File: src/logic/cwt_defines.svh
// Character codes, frame positions and timing for the weight string framer.
// Assumes a 20 MHz ref_clk; included by the framer.
//
// Overview of operation
// - A configuration input selects plain or framed checksummed string format.
// - Strings may be emitted continuously at up to 300 per second.
// - Serial line runs at 38400 baud or faster, same rate both ends.
// - Weight field is six ASCII decimal digits unless sign or alarm applies.
// - Plain format ends the six weight characters with CR then LF.
// - Negative weight puts a minus sign in the leftmost field character.
// - On alarm a six-character alarm message replaces the weight field.
// - Framed format starts every string with the ampersand start character.
// - Framed body is T, weight field, P, weight field, both gross weight.
// - Framed format puts the backslash separator after the second field.
// - Checksum covers only characters strictly between start and separator.
// - Checksum byte is the XOR of all included 8-bit character codes.
// - Checksum goes out as two uppercase ASCII hexadecimal digits.
// - Framed string ends with CR after the checksum, no line feed.
// - One external contact closure, up to a second, sends one string.
`ifndef CWT_DEFINES_SVH
`define CWT_DEFINES_SVH

`define CWT_CH_START     8'h26
`define CWT_CH_TAG_A     8'h54
`define CWT_CH_TAG_B     8'h50
`define CWT_CH_SEP       8'h5C
`define CWT_CH_CR        8'h0D
`define CWT_CH_LF        8'h0A
`define CWT_CH_MINUS     8'h2D
`define CWT_CH_ZERO      8'h30
`define CWT_CH_NINE      8'h39
`define CWT_CH_HEX_A     8'h41
`define CWT_CH_HEX_F     8'h46
`define CWT_HEX_ALPHA    8'h37

`define CWT_POS_TAG_A    5'h01
`define CWT_POS_FLD_A    5'h02
`define CWT_POS_TAG_B    5'h08
`define CWT_POS_FLD_B    5'h09
`define CWT_POS_LAST_SUM 5'h0E
`define CWT_POS_SEP      5'h0F
`define CWT_POS_HEX_HI   5'h10
`define CWT_POS_HEX_LO   5'h11
`define CWT_POS_CR_FRM   5'h12
`define CWT_POS_CR_PLN   5'h06
`define CWT_POS_LF_PLN   5'h07
`define CWT_LEN_FRAMED   5'h13
`define CWT_LEN_PLAIN    5'h08

`define CWT_CLK_HZ       20000000
`define CWT_STRINGS_PS   300
`define CWT_BAUD_MIN     38400
`define CWT_GAP_CYC      ((`CWT_CLK_HZ + `CWT_STRINGS_PS - 1) / `CWT_STRINGS_PS)
`define CWT_BAUD_CYC     (`CWT_CLK_HZ / `CWT_BAUD_MIN)

`endif

File: src/logic/cwt_pkg.sv
// Types shared by the weight string framer.
// Assumes cwt_defines.svh sits on the include path.
package cwt_pkg;

   typedef enum logic {
      CWT_IDLE,
      CWT_SEND
   } cwt_phase_t;

   // Weight sample as offered by the measuring logic
   typedef struct packed {
      logic          neg;
      logic          alarm;
      logic [23:0]   bcd;
      logic [47:0]   alarm_text;
   } cwt_weight_t;

   typedef struct packed {
      cwt_phase_t    phase;
      logic          fmt;
      logic [4:0]    idx;
      logic [4:0]    tx_pos;
      logic [47:0]   field;
      logic          neg_s;
      logic          alarm_s;
      logic [7:0]    csum;
      logic [1:0]    trig_s;
      logic          trig_q;
      logic          pending;
      logic [23:0]   pace;
      logic [15:0]   baud_cnt;
      logic          baud_tick;
      logic [7:0]    tx_data;
      logic          tx_valid;
   } cwt_state_t;

endpackage
File: src/logic/cwt_framer.sv
// Continuous weight string framer: builds plain or checksummed strings
// byte by byte for a downstream bit-level serial transmitter.
// Assumes weight and tx_ready come from ref_clk logic; contact_in is a pin.
`timescale 1ns/1ps
`include "cwt_defines.svh"

module cwt_framer
   import cwt_pkg::*;
#(
   parameter int STRING_GAP_CYC = `CWT_GAP_CYC,
   parameter int BAUD_DIV       = `CWT_BAUD_CYC
) (
   input  wire logic        ref_clk,     // 20 MHz clock
   input  wire logic        reset_n,     // Synchronous reset
   input  wire logic        framed_sel,  // 1 framed, 0 plain format
   input  wire logic        stream_en,   // Continuous streaming on
   input  wire logic        contact_in,  // External contact, 1 closed
   input  wire cwt_weight_t weight,      // Current gross weight
   input  wire logic        tx_ready,    // Transmitter takes a byte
   output logic [7:0]       tx_data,     // Byte to transmit
   output logic             tx_valid,    // Byte offered
   output logic             baud_tick,   // One-cycle bit-rate enable
   output logic             busy         // String in progress
);

   cwt_state_t st_r;
   cwt_state_t st_nxt;
   logic       fire;
   logic       trig_edge;
   logic [4:0] len;

   function automatic logic [7:0] hex_char(input logic [3:0] n);
      if (n < 4'hA) begin
         return `CWT_CH_ZERO + {4'h0, n};
      end
      return `CWT_HEX_ALPHA + {4'h0, n};
   endfunction

   function automatic logic [7:0] fld_char(input logic [47:0] f,
                                           input logic [2:0]  k);
      return f[(5 - int'(k)) * 8 +: 8];
   endfunction

   // Byte at a given position of the string being sent
   function automatic logic [7:0] frame_byte(input logic        fmt,
                                             input logic [4:0]  pos,
                                             input logic [47:0] f,
                                             input logic [7:0]  cs);
      logic [7:0] b;
      b = `CWT_CH_CR;
      if (fmt) begin
         if (pos == 5'h00) begin
            b = `CWT_CH_START;
         end else if (pos == `CWT_POS_TAG_A) begin
            b = `CWT_CH_TAG_A;
         end else if (pos < `CWT_POS_TAG_B) begin
            b = fld_char(f, 3'(pos - `CWT_POS_FLD_A));
         end else if (pos == `CWT_POS_TAG_B) begin
            b = `CWT_CH_TAG_B;
         end else if (pos <= `CWT_POS_LAST_SUM) begin
            b = fld_char(f, 3'(pos - `CWT_POS_FLD_B));
         end else if (pos == `CWT_POS_SEP) begin
            b = `CWT_CH_SEP;
         end else if (pos == `CWT_POS_HEX_HI) begin
            b = hex_char(cs[7:4]);
         end else if (pos == `CWT_POS_HEX_LO) begin
            b = hex_char(cs[3:0]);
         end else begin
            b = `CWT_CH_CR;
         end
      end else begin
         if (pos < `CWT_POS_CR_PLN) begin
            b = fld_char(f, pos[2:0]);
         end else if (pos == `CWT_POS_CR_PLN) begin
            b = `CWT_CH_CR;
         end else begin
            b = `CWT_CH_LF;
         end
      end
      return b;
   endfunction

   // Six ASCII characters from the current sample
   function automatic logic [47:0] make_field(input cwt_weight_t w);
      logic [47:0] f;
      f = '0;
      for (int i = 0; i < 6; i++) begin
         f[i * 8 +: 8] = `CWT_CH_ZERO + {4'h0, w.bcd[i * 4 +: 4]};
      end
      if (w.neg) begin
         f[47:40] = `CWT_CH_MINUS;
      end
      if (w.alarm) begin
         f = w.alarm_text;
      end
      return f;
   endfunction

   assign fire      = st_r.tx_valid & tx_ready;
   assign trig_edge = st_r.trig_s[1] & ~st_r.trig_q;
   assign len       = st_r.fmt ? `CWT_LEN_FRAMED : `CWT_LEN_PLAIN;

   always_comb begin
      st_nxt = st_r;
      // Bit-rate enable for the transmitter, never slower than 38400
      st_nxt.baud_tick = 1'b0;
      if (st_r.baud_cnt == 16'h0000) begin
         st_nxt.baud_cnt  = 16'(BAUD_DIV - 1);
         st_nxt.baud_tick = 1'b1;
      end else begin
         st_nxt.baud_cnt = st_r.baud_cnt - 16'h0001;
      end
      st_nxt.trig_s = {st_r.trig_s[0], contact_in};
      st_nxt.trig_q = st_r.trig_s[1];
      if (st_r.pace != 24'h0000) begin
         st_nxt.pace = st_r.pace - 24'h0001;
      end
      if (fire) begin
         st_nxt.tx_valid = 1'b0;
      end
      case (st_r.phase)
         CWT_IDLE: begin
            // Pacing holds string starts at least STRING_GAP_CYC cycles apart, 300 per second at most by default
            if (st_r.pace == 24'h0000 && !st_r.tx_valid &&
                (stream_en || st_r.pending)) begin
               st_nxt.phase   = CWT_SEND;
               st_nxt.fmt     = framed_sel;
               st_nxt.idx     = 5'h00;
               st_nxt.csum    = 8'h00;
               // One snapshot feeds both fields and the checksum
               st_nxt.field   = make_field(weight);
               st_nxt.neg_s   = weight.neg;
               st_nxt.alarm_s = weight.alarm;
               st_nxt.pace    = 24'(STRING_GAP_CYC - 1);
               st_nxt.pending = 1'b0;
            end
         end
         CWT_SEND: begin
            if (!st_r.tx_valid || fire) begin
               if (st_r.idx == len) begin
                  st_nxt.phase = CWT_IDLE;
               end else begin
                  st_nxt.tx_data  = frame_byte(st_r.fmt, st_r.idx,
                                               st_r.field, st_r.csum);
                  st_nxt.tx_valid = 1'b1;
                  st_nxt.tx_pos   = st_r.idx;
                  st_nxt.idx      = st_r.idx + 5'h01;
                  if (st_r.idx >= `CWT_POS_TAG_A &&
                      st_r.idx <= `CWT_POS_LAST_SUM) begin
                     st_nxt.csum = st_r.csum ^
                        frame_byte(st_r.fmt, st_r.idx, st_r.field,
                                   st_r.csum);
                  end
               end
            end
         end
         default: begin
            st_nxt.phase = CWT_IDLE;
         end
      endcase
      // A closure landing on the clearing cycle still counts
      if (trig_edge) begin
         st_nxt.pending = 1'b1;
      end
   end

   always_ff @(posedge ref_clk) begin
      if (!reset_n) begin
         st_r <= '0;
      end else begin
         st_r <= st_nxt;
      end
   end

   assign tx_data   = st_r.tx_data;
   assign tx_valid  = st_r.tx_valid;
   assign baud_tick = st_r.baud_tick;
   assign busy      = (st_r.phase == CWT_SEND);
endmodule

File: config.mk
export PLATFORM = sky130hd
export DESIGN_NAME = cwt_framer
export DESIGN_NICKNAME = d
export VERILOG_FILES = /design/src/logic/cwt_pkg.sv /design/src/logic/cwt_framer.sv
export VERILOG_INCLUDE_DIRS = /design/src /design/src/logic
export SDC_FILE = /design/constraint.sdc
export NUM_CORES = 1
export LEC_CHECK = 0
export ABC_CLOCK_PERIOD_IN_PS = 4300
export BUFFER_PORTS_ARGS = -buffer_cell sky130_fd_sc_hd__clkbuf_2
export CORE_MARGIN = 2
export CORE_UTILIZATION = 58
export CTS_CLUSTER_DIAMETER = 150
export DETAILED_ROUTE_END_ITERATION = 6
export PLACE_DENSITY = 0.78
export SLEW_MARGIN = 20
export SYNTH_ARGS = -nofsm -noshare
export SYNTH_HDL_FRONTEND = slang
export SYNTH_SLANG_ARGS = --single-unit
File: constraint.sdc
create_clock -name ref_clk -period 4.3 [get_ports ref_clk]
set_input_delay 0.43 -clock ref_clk [delete_from_list [all_inputs] [get_ports ref_clk]]
set_output_delay 0.43 -clock ref_clk [all_outputs]
set_load 0.1 [all_outputs]
==> results_dict.tcl <==
set metrics [dict create \
    buffer_ports.inserted 90 \
    worst_ir_drop_vdd_mv 0.5610 \
    synth_top_flop_cell "sky130_fd_sc_hd__dfxtp_1" \
    fin_tns_setup_ns 0 \
    finalWorstPathRequiredPeriod_ns 3.284 \
    cts_inserted_buffers 17 \
    syn2layout_area_growth_pct 14.18 \
    clock_tree.htree_level_count 4 \
    grt_usage_pct 30.16 \
    finalMaxSlewViolations 0 \
    synth.yosys.warnings 0 \
    timing.critical_path.required_ns 4.57 \
    die_width_um 112.9 \
    avgSynthCellArea_sq_um 8.515 \
    timing.hold.worst.class "primary input to register" \
    clk_latency_ns 0.43 \
    synth-seq-cells 117 \
    grt_start_max_net_pins 54 \
    post_drt_via_cell_ratio 6.251 \
    diodes 0 \
    numPlacedInstances 988 \
    final_cells 1016 \
    groute.layer.met1.usage_pct 38.59 \
    final_core_util_pct 68.22 \
    wl_per_cell_um 18.32 \
    final_net_count 958 \
    final-setup-viol-count 0 \
    global_route_wire_length_before_repair_um 30730 \
    synth-seq-area-share_pct 34.04 \
    core.rowCount 39 \
    cellLeakagePower_nw 2.912 \
    finalWeightedCongestion 0.9274 \
    arrival_ns 3.55 \
    pnr_worst_setup_slack_ns 1.016 \
    post_cts.resized_instances 0 \
    synth_enable_flop_cells 0 \
    grt_antenna_before_repair 0 \
    postRouteWirelength_um 18610 \
    clk_transition_reported_paths_ns 0.05 \
    run_status "finished with violations" \
    post-cts-setup-buffers 0 \
    core_sq_um 11520 \
    post-route-period-util_pct 76.36 \
    grt_util_met2_pct 50.08 \
    cts.root.buffer_cell "sky130_fd_sc_hd__clkbuf_16" \
    post-route-drc-count 4 \
    async_flop_share_pct 0 \
    cts_num_sinks 117 \
    max_cap_violations 0 \
    startpoint_type "register" \
    place_hpwl_um 13390 \
    drt_pre_antenna_iters 7 \
    timing.setup.critical_path_class "register to register" \
    layout.cells.most_common "sky130_fd_sc_hd__dfxtp_1" \
    violations "DRC" \
    relSlewSlack_pct 36.38 \
    num-fill-cells 946 \
    via_count 6351 \
    antenna_left 0 \
    detail_route.iter0.violations 448 \
    syn_area_sq_um 6880 \
    globalRoute.busiestLayer "met2" \
    end_kind "register" \
    crit_fanout 13 \
    placedInstanceArea_sq_um 7289 \
    final-hold-violation-count 0 \
    cts_tree "yes" \
    place_ws_ns 1.021 \
    starting_density_pct 59.75 \
    final_design_instance_area_without_fill_sq_um 7856 \
    slew_at_the_pin_closest_to_its_max_slew_limit_ns 0.9521 \
    die-area_sq_um 12750 \
    achievable-frequency_ghz 0.3046 \
    rsz0062_at_grt "no" \
    netlist_instances 808 \
    final_layout_size_suffix_gt1_share_pct 19.93 \
    postCtsHoldBufs 0 \
    gr-total-overflow 0 \
    die_y_um 112.9 \
    boundaryPins 91 \
    globalRouteMet3Util_pct 6.267 \
    number_of_buffers_between_clock_root_and_the_deepest_sink 2 \
    synth.net_count 902 \
    final_cell_mix "sky130_fd_sc_hd__dfxtp_1, sky130_fd_sc_hd__nor2_1, sky130_fd_sc_hd__clkbuf_2, sky130_fd_sc_hd__nand2_1, sky130_fd_sc_hd__a21oi_1" \
    worst_clk_skew_ns 0.007492 \
    p_per_area_nw_per_um2 630.6 \
    yosys.cell_types.count 66 \
    grt_pass1_vias 6323 \
]
[final timing paths]
| check | to | depth (start not counted) | slack, ns | from |
|---|---|---|---|---|
| worst min register to register | st_r[50] | 1 | 0.44 | st_r[51] |
| worst min-delay path | st_r[122] | 3 | 0.24 | framed_sel |
| worst max register to register | st_r[54] | 11 | 1.02 | st_r[117] |
| worst max-delay path | st_r[54] | 11 | 1.02 | st_r[117] |
[synthesized netlist by cell type, drive strengths merged, types with 3 or more instances]
cell      n  share of area (%)
nand3    24                1.7
dfxtp   117                 34
clkbuf   35                1.9
nand2    60                3.3
and4b     3               0.44
o21a      3               0.33
nor2b     9               0.82
o311ai    6               0.76
or3      10               0.91
a31oi     8               0.73
or4       5               0.65
or2       6               0.58
inv      20                1.1
o211ai    5               0.55
a21oi    58                4.2
nor2    111                6.1
and2      6               0.55
mux4     16                5.2
a22oi     6               0.65
nor3     20                1.5
nor4     12                1.5
o32ai     3               0.38
xor2     15                1.9
nand3b   16                1.9
ha       14                2.5
a221oi    3               0.38
buf      28                2.4
nand2b   10               0.91
a211oi   33                3.6
xnor2    21                2.7
and3      4               0.36
o21ai    32                2.3
mux2i    42                6.1
mux2     14                2.3
[report_power, final]
group          switching [mW]  internal (mW)  leakage, nW
sequential              0.250           1.34        0.951
clock                   0.481          0.898        0.274
combinational            1.21          0.777         1.69
[critical path: stages, from the launching register on]
cell and delay (ns):
sky130_fd_sc_hd__dfxtp_2 0.32, sky130_fd_sc_hd__inv_1 0.14, sky130_fd_sc_hd__ha_1 0.25, sky130_fd_sc_hd__xor2_1 0.14, sky130_fd_sc_hd__ha_1 0.78, sky130_fd_sc_hd__mux4_2 0.60, sky130_fd_sc_hd__a22oi_1 0.19, sky130_fd_sc_hd__nor3_1 0.07
sky130_fd_sc_hd__a211oi_1 0.29, sky130_fd_sc_hd__a21oi_1 0.13, sky130_fd_sc_hd__xnor2_1 0.16, sky130_fd_sc_hd__nor2_1 0.06
[final cells by class]
class	count	area [sq um]	share of cell area (%)
clock buffers	24	491.7	6.259
flip-flops and latches	117	2344	29.83
inverters	20	75.07	0.9556
repair buffers	100	528.0	6.721
clock inverters	4	72.57	0.9237
well taps	143	178.9	2.277
multi-input cells	608	4167	53.03
[registers in the layout, summed over array words and instances (netlist names)]
| register | cells |
|---|---|
| baud_tick | 1 |
| tx_data | 8 |
| st_nxt | 2 |
| st_r | 104 |
| busy | 1 |
| tx_valid | 1 |
[cell families (layout without fill, tap and decap cells)]
kind of cell    Yosys count  in the layout  synth area share [%]
simple gates            305            305                 22.80
compound gates          181            181                 16.97
flops                   117            117                 34.04
buf+inv                  83            148                 5.419
mux                      72             72                 13.64
xor+xnor                 36             36                 4.583
fa+ha+maj                14             14                 2.546
[routing by layer]
layer / wire [um] / vias up / share of wire [%]
met1: 8045 / 3079 / 43
met4: 363 / 0 / 2.0
met3: 1125 / 26 / 6.0
met5: 0 / - / 0
li1: - / 3028 / -
met2: 9076 / 218 / 49
[per-stage QoR]
stage                     hold slack [ns]  total power [mW]
after global placement             0.4132             3.461
after global routing               0.2475             5.240
final                              0.2410             4.954
after detailed placement           0.4203             3.562
after floorplan                    0.3988             3.162
after CTS                          0.2399             4.944
Note: power is estimated with default switching activity, not from simulation.
